**config.mk**
```make
export PLATFORM = sky130hd
export DESIGN_NAME = usrm_signal_route_mux
export DESIGN_NICKNAME = d
export VERILOG_FILES = /design/src/core/usrm_pkg.sv /design/src/core/usrm_signal_route_mux.sv
export SDC_FILE = /design/constraint.sdc
export NUM_CORES = 1
export LEC_CHECK = 0
export ABC_AREA = 1
export BUFFER_PORTS_ARGS = -buffer_cell sky130_fd_sc_hd__buf_2
export CAP_MARGIN = 20
export CORE_ASPECT_RATIO = 1.1
export CORE_MARGIN = 10
export CORE_UTILIZATION = 49
export CTS_BUF_LIST = sky130_fd_sc_hd__clkbuf_4 sky130_fd_sc_hd__clkbuf_8
export CTS_CLUSTER_SIZE = 14
export DETAILED_ROUTE_END_ITERATION = 8
export MAX_ROUTING_LAYER = met4
export PLACE_DENSITY = 0.82
export SETUP_SLACK_MARGIN = 0.2
export SLEW_MARGIN = 25
export SYNTH_ARGS = -nofsm -noshare
export SYNTH_HDL_FRONTEND = slang
export SYNTH_SLANG_ARGS = --single-unit
```
**constraint.sdc**
```tcl
create_clock -name core_clk -period 3.2 [get_ports core_clk]
set_input_delay 0.8 -clock core_clk [delete_from_list [all_inputs] [get_ports core_clk]]
set_output_delay 0.8 -clock core_clk [all_outputs]
set_load 0.005 [all_outputs]
```
**src/core/usrm_pkg.sv**
```systemverilog
// Purpose: Shared types, constants and route decode for the USB signal route mux
// Assumes: Six-wire transceiver-style signalling per connection (three out, three in)
// Notes:   Route decode is a pure function so the routing stays combinational
package usrm_pkg;

   // Transmit side of a connection, as a transceiver would take it
   typedef struct packed {
      logic oeN;   // Low while the controller drives the line
      logic dat;   // Data, or D+ level in differential style
      logic se0;   // Single-ended zero, or D- level in differential style
   } usrm_tx_t;

   // Receive side of a connection, as a transceiver would give it
   typedef struct packed {
      logic rcv;   // Differential receiver output
      logic vp;    // Single-ended D+ receiver
      logic vm;    // Single-ended D- receiver
   } usrm_rx_t;

   // Source that a pin set carries
   typedef enum logic [3:0] {
      SRC_NONE  = 4'h0,
      SRC_HOST1 = 4'h1,
      SRC_HOST2 = 4'h2,
      SRC_HOST3 = 4'h3,
      SRC_FUNC  = 4'h4,
      SRC_UART  = 4'h5,
      SRC_H3TLL = 4'h6,
      SRC_FTLL  = 4'h7,
      SRC_LOOP  = 4'h8
   } usrm_src_t;

   // Decoded route: three pin sets, differential style flag, internal link flag
   typedef struct packed {
      usrm_src_t xcvr;
      usrm_src_t grp1;
      usrm_src_t grp2;
      logic      diff;
      logic      link;
   } usrm_route_t;

   localparam int       SYNC_STAGES  = 2;
   localparam int       UART_TX_BIT  = 1;
   localparam int       UART_RX_BIT  = 1;
   localparam int       UART_CTS_BIT = 0;
   localparam logic [4:0] MODE_HOSTS = 5'h01;
   localparam logic [4:0] MODE_LOOP  = 5'h07;
   localparam logic [4:0] MODE_RSVD  = 5'h08;
   localparam logic [4:0] MODE_LINK  = 5'h15;
   localparam usrm_tx_t TX_IDLE      = 3'h4;  // Not driving
   localparam usrm_rx_t HOST_IDLE    = 3'h0;  // Pulled-down lines, nothing attached
   localparam usrm_rx_t FUNC_SE0     = 3'h0;  // Both lines low, seen as bus reset
   localparam logic [1:0] LINE_J     = 2'h2;  // Idle full-speed line
   localparam logic [1:0] LINE_SE0   = 2'h0;
   localparam logic [1:0] LINE_K     = 2'h1;
   localparam logic     UART_RX_IDLE = 1'b1;
   localparam logic     UART_CTSN_IDLE = 1'b1;

   // Route table, one entry per route-select value
   function automatic usrm_route_t usrm_decode(input logic [4:0] m);
      usrm_route_t r;
      r = '{SRC_NONE, SRC_NONE, SRC_NONE, 1'b0, 1'b0};
      case (m)
         5'h00: r = '{SRC_FUNC, SRC_NONE, SRC_NONE, 1'b0, 1'b0};
         5'h01: r = '{SRC_HOST1, SRC_HOST2, SRC_HOST3, 1'b0, 1'b0};
         5'h02: r = '{SRC_HOST1, SRC_UART, SRC_HOST3, 1'b0, 1'b0};
         5'h03: r = '{SRC_HOST1, SRC_FUNC, SRC_HOST3, 1'b0, 1'b0};
         5'h04: r = '{SRC_FUNC, SRC_HOST2, SRC_HOST3, 1'b0, 1'b0};
         5'h05: r = '{SRC_HOST1, SRC_NONE, SRC_HOST3, 1'b0, 1'b0};
         5'h06: r = '{SRC_FUNC, SRC_NONE, SRC_HOST3, 1'b0, 1'b0};
         5'h07: r = '{SRC_HOST1, SRC_LOOP, SRC_LOOP, 1'b0, 1'b0};
         5'h09: r = '{SRC_HOST1, SRC_HOST2, SRC_H3TLL, 1'b0, 1'b0};
         5'h0A: r = '{SRC_HOST1, SRC_UART, SRC_H3TLL, 1'b0, 1'b0};
         5'h0B: r = '{SRC_HOST1, SRC_FUNC, SRC_H3TLL, 1'b0, 1'b0};
         5'h0C: r = '{SRC_FUNC, SRC_HOST2, SRC_H3TLL, 1'b0, 1'b0};
         5'h0D: r = '{SRC_HOST1, SRC_NONE, SRC_FTLL, 1'b0, 1'b0};
         5'h0E: r = '{SRC_FUNC, SRC_NONE, SRC_H3TLL, 1'b0, 1'b0};
         5'h0F: r = '{SRC_HOST1, SRC_HOST2, SRC_FTLL, 1'b0, 1'b0};
         5'h10: r = '{SRC_HOST1, SRC_NONE, SRC_NONE, 1'b0, 1'b0};
         5'h11: r = '{SRC_HOST1, SRC_HOST2, SRC_NONE, 1'b0, 1'b0};
         5'h12: r = '{SRC_HOST1, SRC_UART, SRC_NONE, 1'b0, 1'b0};
         5'h13: r = '{SRC_HOST1, SRC_FUNC, SRC_NONE, 1'b0, 1'b0};
         5'h14: r = '{SRC_FUNC, SRC_HOST2, SRC_NONE, 1'b0, 1'b0};
         5'h15: r = '{SRC_HOST1, SRC_NONE, SRC_NONE, 1'b0, 1'b1};
         5'h17: r = '{SRC_HOST1, SRC_HOST2, SRC_H3TLL, 1'b1, 1'b0};
         5'h18: r = '{SRC_HOST1, SRC_UART, SRC_H3TLL, 1'b1, 1'b0};
         5'h19: r = '{SRC_HOST1, SRC_FUNC, SRC_H3TLL, 1'b1, 1'b0};
         default: r = '{SRC_NONE, SRC_NONE, SRC_NONE, 1'b0, 1'b0};
      endcase
      return r;
   endfunction : usrm_decode

   // Line state {dp, dm} one side asks for; bit 2 is set while it drives
   function automatic logic [2:0] usrm_line(input usrm_tx_t t, input logic diff);
      logic [1:0] l;
      l = diff ? {t.dat, t.se0} : (t.se0 ? LINE_SE0 : (t.dat ? LINE_J : LINE_K));
      return {~t.oeN, l};
   endfunction : usrm_line

   // Merge two sides into one line and give the receiver view of it
   function automatic usrm_rx_t usrm_merge(input logic [2:0] a, input logic [2:0] b);
      logic [1:0] l;
      l = a[2] ? a[1:0] : (b[2] ? b[1:0] : LINE_J);
      return '{l[1], l[1], l[0]};
   endfunction : usrm_merge

endpackage : usrm_pkg

```
**src/core/usrm_signal_route_mux.sv**
```systemverilog
// Purpose: Route USB host ports, function, serial port one and links onto pin sets
// Assumes: Controllers share core_clk; pin inputs are asynchronous to it
// Notes:   Routing is combinational from the route-select value
// Behaviour
// - Route value 0..31 picks each pin set's source
// - Values 0..7 follow the direct-route table
// - Values 9..15 put transceiverless link on group two
// - Values 16..20 leave group two unconnected
// - Value 21 links host three to function internally
// - Values 23..25 take the on-board chip's link transmit in differential style
// - Values 22, 26..31 connect nothing
// - Serial port one takes group one pins
// - Value 7 loops six inputs to outputs
// - Pinless host port sees no device attached
// - Pinless function sees single-ended zero reset
// - Top-level owned output pin carries top source
// - Top-level owned input pin reads low
// - Link merges both transmit sides into line state
// - The transceiverless link uses six direct logic-level wires
`timescale 1ns/1ps
module usrm_signal_route_mux (
   input  wire  logic                          core_clk,
   input  wire  logic                          sys_rst,
   input  wire  logic [4:0]                    routeModeValue,
   input  wire  usrm_pkg::usrm_tx_t [2:0]      hostTx,
   output       usrm_pkg::usrm_rx_t [2:0]      hostRx,
   input  wire  usrm_pkg::usrm_tx_t            funcTx,
   output       usrm_pkg::usrm_rx_t            funcRx,
   input  wire  logic                          serialOneTx,
   output       logic                          serialOneRx,
   output       logic                          serialOneCtsN,
   output       usrm_pkg::usrm_tx_t            xcvrOut,
   input  wire  usrm_pkg::usrm_rx_t            xcvrIn,
   output       logic [1:0][2:0]               grpOut,
   input  wire  logic [1:0][2:0]               grpIn,
   input  wire  logic [1:0][2:0]               topOutSel,
   input  wire  logic [1:0][2:0]               topOutVal,
   input  wire  logic [1:0][2:0]               topInSel
);
   import usrm_pkg::*;

   logic [1:0][2:0] grpMeta_q;
   logic [1:0][2:0] grpSync_q;
   usrm_rx_t        xcvrMeta_q;
   usrm_rx_t        xcvrSync_q;
   usrm_route_t     route;
   logic [1:0][2:0] grpInM;
   logic [1:0][2:0] grpUsb;
   usrm_tx_t        extTx;
   usrm_tx_t        localTx;
   usrm_rx_t        tllRx;
   usrm_rx_t        linkRx;

   // Two-stage synchronisers on every pin input
   always_ff @(posedge core_clk) begin
      if (sys_rst) begin
         grpMeta_q  <= '0;
         grpSync_q  <= '0;
         xcvrMeta_q <= '0;
         xcvrSync_q <= '0;
      end else begin
         grpMeta_q  <= grpIn;
         grpSync_q  <= grpMeta_q;
         xcvrMeta_q <= xcvrIn;
         xcvrSync_q <= xcvrMeta_q;
      end
   end

   // Route decode straight from the select value
   assign route = usrm_decode(routeModeValue);

   // Inputs that the top level owns arrive as low
   assign grpInM = grpSync_q & ~topInSel;

   // Transceiverless link on group two: external chip drives our input pins
   assign extTx   = usrm_tx_t'(grpInM[1]);
   assign localTx = (route.grp2 == SRC_H3TLL) ? hostTx[2] : funcTx;
   assign tllRx   = usrm_merge(usrm_line(localTx, 1'b0),
                               usrm_line(extTx, route.diff));

   // Internal host three to function link, no pins involved
   assign linkRx = usrm_merge(usrm_line(hostTx[2], 1'b0),
                              usrm_line(funcTx, 1'b0));

   // Controller receive paths, idle patterns when left without pins
   assign hostRx[0] = (route.xcvr == SRC_HOST1) ? xcvrSync_q : HOST_IDLE;
   assign hostRx[1] = (route.grp1 == SRC_HOST2) ? usrm_rx_t'(grpInM[0]) : HOST_IDLE;
   assign hostRx[2] = (route.grp2 == SRC_HOST3) ? usrm_rx_t'(grpInM[1]) :
                      (route.grp2 == SRC_H3TLL) ? tllRx :
                      route.link ? linkRx : HOST_IDLE;
   assign funcRx    = (route.xcvr == SRC_FUNC) ? xcvrSync_q :
                      (route.grp1 == SRC_FUNC) ? usrm_rx_t'(grpInM[0]) :
                      (route.grp2 == SRC_FTLL) ? tllRx :
                      route.link ? linkRx : FUNC_SE0;

   // Serial port one inputs from group one
   assign serialOneRx   = (route.grp1 == SRC_UART) ? grpInM[0][UART_RX_BIT]
                                                   : UART_RX_IDLE;
   assign serialOneCtsN = (route.grp1 == SRC_UART) ? grpInM[0][UART_CTS_BIT]
                                                   : UART_CTSN_IDLE;

   // Integrated transceiver drive
   assign xcvrOut = (route.xcvr == SRC_HOST1) ? hostTx[0] :
                    (route.xcvr == SRC_FUNC) ? funcTx : TX_IDLE;

   // Group pin drive, then top-level override per pin
   genvar g;
   generate
      for (g = 0; g < 2; g++) begin : gGroup
         usrm_src_t src;
         assign src = (g == 0) ? route.grp1 : route.grp2;
         assign grpUsb[g] =
            (src == SRC_HOST2) ? 3'(hostTx[1]) :
            (src == SRC_HOST3) ? 3'(hostTx[2]) :
            (src == SRC_FUNC)  ? 3'(funcTx) :
            (src == SRC_UART)  ? {1'b1, serialOneTx, 1'b0} :
            (src == SRC_H3TLL || src == SRC_FTLL) ? 3'(tllRx) :
            (src == SRC_LOOP)  ? grpInM[1-g] :
            3'(TX_IDLE);
         assign grpOut[g] = (topOutSel[g] & topOutVal[g]) |
                            (~topOutSel[g] & grpUsb[g]);
      end
   endgenerate
endmodule : usrm_signal_route_mux

```
==> impl_metrics.ini, run 1 <==
[final_layout]
nNetsFinal = 428
drive_above_1_share = 0.493
syn2layout_area_growth_pct = 61.3
fin_cells = 407
regArea_um2 = 360
nFillCells = 189
post-route-util = 0.834
multi_input_area_um2 = 1280
antennaDiodeCount = 0

[die]
ios = 70
die_w_um = 74.3
fp.dieArea_um2 = 5920
die_y_um = 79.7
rows = 21
core_area_um2 = 3070
initial_utilization = 0.517

[status]
status = finished, violations left
violations = negative setup slack

[worst_setup_path]
ff2ff_path_depth = 2
r2r_slack_ps = 2700
path_common_cell = nand2_1
r2r_end = xcvrSync_q[1]$_SDFF_PP0_
worstPathArrival_ps = 2430
cp.required_ps = 2400
cpMaxStageDelayCell = or2_4
start_kind = input pin
endpoint_kind = output pin
slowest_delay_ps = 260
path_cells = buf_12 > buf_6 > ha_1 > nor2_1 > nor2_1 > nand2_2 > nand2_1 > or2_4 > o21ai_2 > inv_1 > nand2_2 > o21ai_2 > nand2_1 > nand2_1 > buf_2
r2r_start = xcvrMeta_q[1]$_SDFF_PP0_
timing_worst_setup_path_type = in -> out
path_max_fanout = 4

[detailed_routing]
firstDrtPassIters = 5
wl_per_cell_um = 14.6
detail-route-antenna-nets = 0
dr.first_iter.drc_count = 230
drt_wl_total_um = 5960
vias = 2127
via_per_inst = 5.23
route.detailed.drc = 0

[synth]
ys_types = 31
synth_top_area_frac = 0.227
seq_area_frac_synth = 0.227
synth_edf_count = 0
synth_top_cell_by_area = dfxtp_1
synth_nets = 329
synth_ff_type = dfxtp_1
synth_cells = 276
synthTopCellsByArea = dfxtp_1 23%, nand2_1 14%, inv_1 13%, nor2_1 13%, nand2_2 5.1%
yosys_warnings = 0
synth_area_per_cell_um2 = 5.76
postSynth.asyncResetShare = 0
syn_area_um2 = 1590
ys_ff_latch = 18

[place]
numPortBuffers = 69
placed_cells = 391
dp_slack_ps = -126
hpwl_um = 4080
place.gp.congestion = 0.953

[global_routing]
antenna_found_initial = 0
first_global_vias = 1969
grtUsageTotal = 0.170
grt-ovfl-total = 0
grt_pass1_wl_um = 8200
grt_max_degree = 19

[clocking]
cts_hold_buf = 0
cts_root_buffer = clkbuf_4
htree_levels = 1
cts_tree = done
path_clk_slew_ps = 80
cts_made_buffers = 3
clockBufferDepth = 2
clk_latency_ps = 270
clkSinkCount = 18

[timing]
worst_slack_ps = -26.0
timing.final.crit_share = 1.01
timing.slew.headroom = 0.763
worst_slew_pin_slew_ps = 354
finalClockSkew_ps = 2.61
setup_viol = 2
slew_viol_final = 0
min_period_ps = 3230
rsz0062_at_grt = yes
clock.fmax_ghz = 0.310
hold_viol = 0
holdWs_ps = 405

[worst_hold_path]
min_from = grpMeta_q[1]$_SDFF_PP0_
whs_endpoint = grpSync_q[1]$_SDFF_PP0_
hp-class = reg -> reg
hold_depth = 2

[power_and_ir_drop]
leakage_nw = 1.39
p_per_area_nw_per_um2 = 261
ir_worst_vdd_mv = 0.329

[flow_run]
maxCapViolCount = 0
-- power breakdown --
part / switching (mW) / internal (mW) / leakage, nW / total [mW]
combinational: 0.187 / 0.146 / 1.23 / 0.333
sequential: 0.00286 / 0.234 / 0.149 / 0.237
clock: 0.0553 / 0.0435 / 0.0138 / 0.0988
-- flip-flops by register name (all words and copies together) (netlist names) --
signal and cells:
grpMeta_q 6, grpSync_q 6, xcvrMeta_q 3, xcvrSync_q 3
-- routing by layer --
layer  GRT usage  share of wire
met1       0.193           0.40
met2       0.294           0.50
met3      0.0236          0.075
met4      0.0641          0.021
met5           -              0
-- worst max-delay path by stage --
stage	start	to	slack, ps
6_report	routeModeValue[0]	grpOut[2]	-30
2_1_floorplan	routeModeValue[0]	grpOut[2]	320
3_3_place_gp	routeModeValue[0]	grpOut[2]	-120
3_5_place_dp	routeModeValue[0]	grpOut[2]	-130
5_1_grt	routeModeValue[0]	grpOut[2]	-110
4_1_cts	routeModeValue[1]	grpOut[2]	-5
-- worst max-delay path: cells and delay by family --
| kind | cells | cell delay [ps] |
|---|---|---|
| compound gates | 2 | 180 |
| simple gates | 8 | 820 |
| buf+inv | 4 | 390 |
| fa+ha+maj | 1 | 220 |
-- area by class of cell --
class | instances | share of cell area
repair buffers | 98 | 0.243
flip-flops and latches | 18 | 0.141
inverters | 59 | 0.0932
clock buffers | 3 | 0.00878
well taps | 34 | 0.0166
multi-input cells | 195 | 0.498
-- cell families (layout without fill, tap and decap cells) --
kind of cell	count (synthesis)	in the layout	share of synthesized area
AO/OA/AOI/OAI	38	38	0.158
adder cells (fa/ha/maj)	6	6	0.0472
buffers and inverters	63	160	0.157
flip-flops	18	18	0.227
AND/OR/NAND/NOR	151	151	0.411
-- cell usage after synthesis, types with 2 or more instances --
library cell,n
nand2_1,60
inv_1,55
nor2_1,53
dfxtp_1,18
nand2_2,13
o21ai_0,12
nand3_1,9
nand4_1,7
ha_1,6
a21oi_1,5
nor3_1,5
o21ai_1,5
o21ai_2,5
inv_2,3
a31oi_1,2
clkbuf_1,2
o21bai_1,2
-- stage by stage --
stage	setup TNS, ps	total power [mW]	instance area, um2
finish	-50.7	0.669	2560
global route	-750	0.713	2560
CTS	-5.06	0.601	2240
detailed placement	-1110	0.476	2070
global placement	-863	0.474	2070
floorplan	0	0.376	1590
-- what timing repair did --
| action | 4_1_cts | 5_1_grt |
|---|---|---|
| pin swaps | 12 | 22 |
| gates resized for setup | 30 | 77 |
| setup buffers | 7 | 6 |
| endpoints found under the setup margin | 21 | 21 |
-- placed cells by master (no fill, tap or decap), types with 3 or more instances in the layout --
cell | Yosys | layout
a21oi_2 | 1 | 5
buf_12 | 0 | 3
buf_2 | 0 | 65
buf_4 | 1 | 26
buf_6 | 1 | 3
clkbuf_4 | 0 | 4
dfxtp_1 | 18 | 18
inv_1 | 55 | 50
inv_2 | 3 | 4
inv_4 | 0 | 3
nand2_1 | 60 | 37
nand2_2 | 13 | 24
nand2_4 | 0 | 12
nand3_1 | 9 | 6
nand4_1 | 7 | 7
nor2_1 | 53 | 47
nor2_2 | 0 | 4
nor2_4 | 1 | 3
nor3_1 | 5 | 4
o21ai_0 | 12 | 4
o21ai_1 | 5 | 5
o21ai_2 | 5 | 10
o21ai_4 | 0 | 3
No activity file was read; power rests on OpenSTA's default activity.
==> run 2: changes to the inputs <==
Settings changed: BUFFER_PORTS_ARGS -buffer_cell sky130_fd_sc_hd__buf_2 to default, CORE_UTILIZATION 49 to 60, DONT_BUFFER_PORTS from default to 1, PLACE_DENSITY 0.82 to 0.76.
==> run 2 against run 1 <==
Net effect: the flow now finishes without violations; via count fell by 20%; design area down 28%; register-to-register slack hardly changed; clock power is 0.5% lower; non-clock buffer count fell by 90; clock-buffer cell count unchanged.
==> impl_metrics.ini, run 2 (same netlist as run 1, synthesis figures left out) <==
[place]
place.gp.congestion = 0.970
placed_area_um2 = 1600
hpwl_um = 3690
numPortBuffers = 0

[global_routing]
grt-ovfl-total = 0
grt_max_degree = 19
grtUsageTotal = 0.168
antenna_found_initial = 0
grt_pass1_wl_um = 7200
first_global_vias = 1657

[worst_setup_path]
start_kind = input pin
path_max_fanout = 7
cp.required_ps = 2400
worstPathArrival_ps = 2170
timing_worst_setup_path_type = in -> out
endpoint_kind = output pin

[die]
core_area_um2 = 2520
fp.dieArea_um2 = 5110
rows = 19
die_w_um = 69.1
ios = 70
die_y_um = 74.0
initial_utilization = 0.631

[final_layout]
stdcell_area_um2 = 1860
final_cell_mix = 52 x inv_1, 52 x nor2_1, 50 x nand2_1, 18 x nand2_2, 18 x dfxtp_1
post-route-util = 0.736
largestRegisters = grpMeta_q: 6 flops, grpSync_q: 6 flops
syn2layout_area_growth_pct = 16.8
antennaDiodeCount = 0
drive_above_1_share = 0.223
nNetsFinal = 338

[detailed_routing]
vias = 1699
drt_wl_total_um = 4530
route.detailed.drc = 0
firstDrtPassIters = 4
detail-route-antenna-nets = 0
wl_per_cell_um = 14.4
via_per_inst = 5.41
dr.first_iter.drc_count = 96

[clocking]
cts_made_buffers = 3
clk_latency_ps = 270
path_clk_slew_ps = 80
clkSinkCount = 18
cts_tree = done
htree_levels = 1
clockBufferDepth = 2
cts_root_buffer = clkbuf_4

[flow_run]
maxCapViolCount = 0

[timing]
slew_viol_final = 0
hold_viol = 0
rsz0062_at_grt = yes
worst_slew_pin_slew_ps = 323
clock.fmax_ghz = 0.337
min_period_ps = 2970
timing.final.crit_share = 0.929
finalClockSkew_ps = 0.648
finalSetupTns_ps = 0
timing.slew.headroom = 0.784
setup_viol = 0

[power_and_ir_drop]
leakage_nw = 0.949
total_power_mw = 0.537
p_per_area_nw_per_um2 = 289
ir_worst_vdd_mv = 0.364

[worst_hold_path]
hp-class = reg -> reg

[status]
status = finished clean
run 2: changes by cell type in the layout (fill, tap and decap cells not counted), sizes merged:
cell,previous run,this run
clkinv,0,1
inv,59,58
buf,97,8
clkbuf,4,3
run 2: per-layer routing:
metal / GRT usage / vias up / routed length, um
met5: - / - / 0
met1: 0.165 / 763 / 1700
li1: - / 868 / -
met2: 0.321 / 58 / 2470
met3: 0.0332 / 10 / 275
met4: 0.0694 / 0 / 91
run 2: final cells by class:
| cell class | count | area [um2] |
|---|---|---|
| Timing Repair Buffer | 8 | 76.3 |
| Sequential cell | 18 | 360 |
| Inverter | 59 | 240 |
| Tap cell | 31 | 38.8 |
| Fill cell | 238 | 664 |
| Multi-Input combinational cell | 195 | 1120 |
| Clock buffer | 3 | 22.5 |
run 2: power by group:
part           leakage [nW]  switching [mW]  total [mW]  internal, mW
Clock                0.0138          0.0547      0.0983        0.0436
Combinational         0.786           0.123       0.201        0.0787
Sequential            0.149         0.00286       0.237         0.234
run 2: critical path, stage by stage:
cell and delay, ps:
ha_4 120, nand2_1 40, nand2_1 70, nand2_1 70
nand2_2 100, buf_6 110, nand3_4 110, nand2_4 90
nand2_4 60, buf_12 120, o21ai_4 190, nand2_1 80
nand4_1 70, o21ai_1 60, inv_1 70
run 2: through the flow:
step                      hold slack [ps]  std cells  setup slack, ps
final                                 404        314              228
after global routing                  425        314             64.3
after CTS                             406        308              200
after global placement                389        303              120
after detailed placement              394        303             81.8
after floorplan                       388        276              320
run 2: timing repair:
action | 4_1_cts | 5_1_grt
hold buffers | 0 | 0
pin swaps | 10 | 20
buffers inserted | 2 | 6
endpoints found under the setup margin | 15 | 21
resized for setup | 15 | 34
run 2: final timing paths:
path	cells past startpoint	start	endpoint	slack [ps]
setup / recovery	15	routeModeValue[0]	grpOut[0]	230
hold / removal	2	grpMeta_q[1]$_SDFF_PP0_	grpSync_q[1]$_SDFF_PP0_	400
setup reg to reg	2	xcvrMeta_q[2]$_SDFF_PP0_	xcvrSync_q[2]$_SDFF_PP0_	2700
hold reg to reg	2	grpMeta_q[1]$_SDFF_PP0_	grpSync_q[1]$_SDFF_PP0_	400
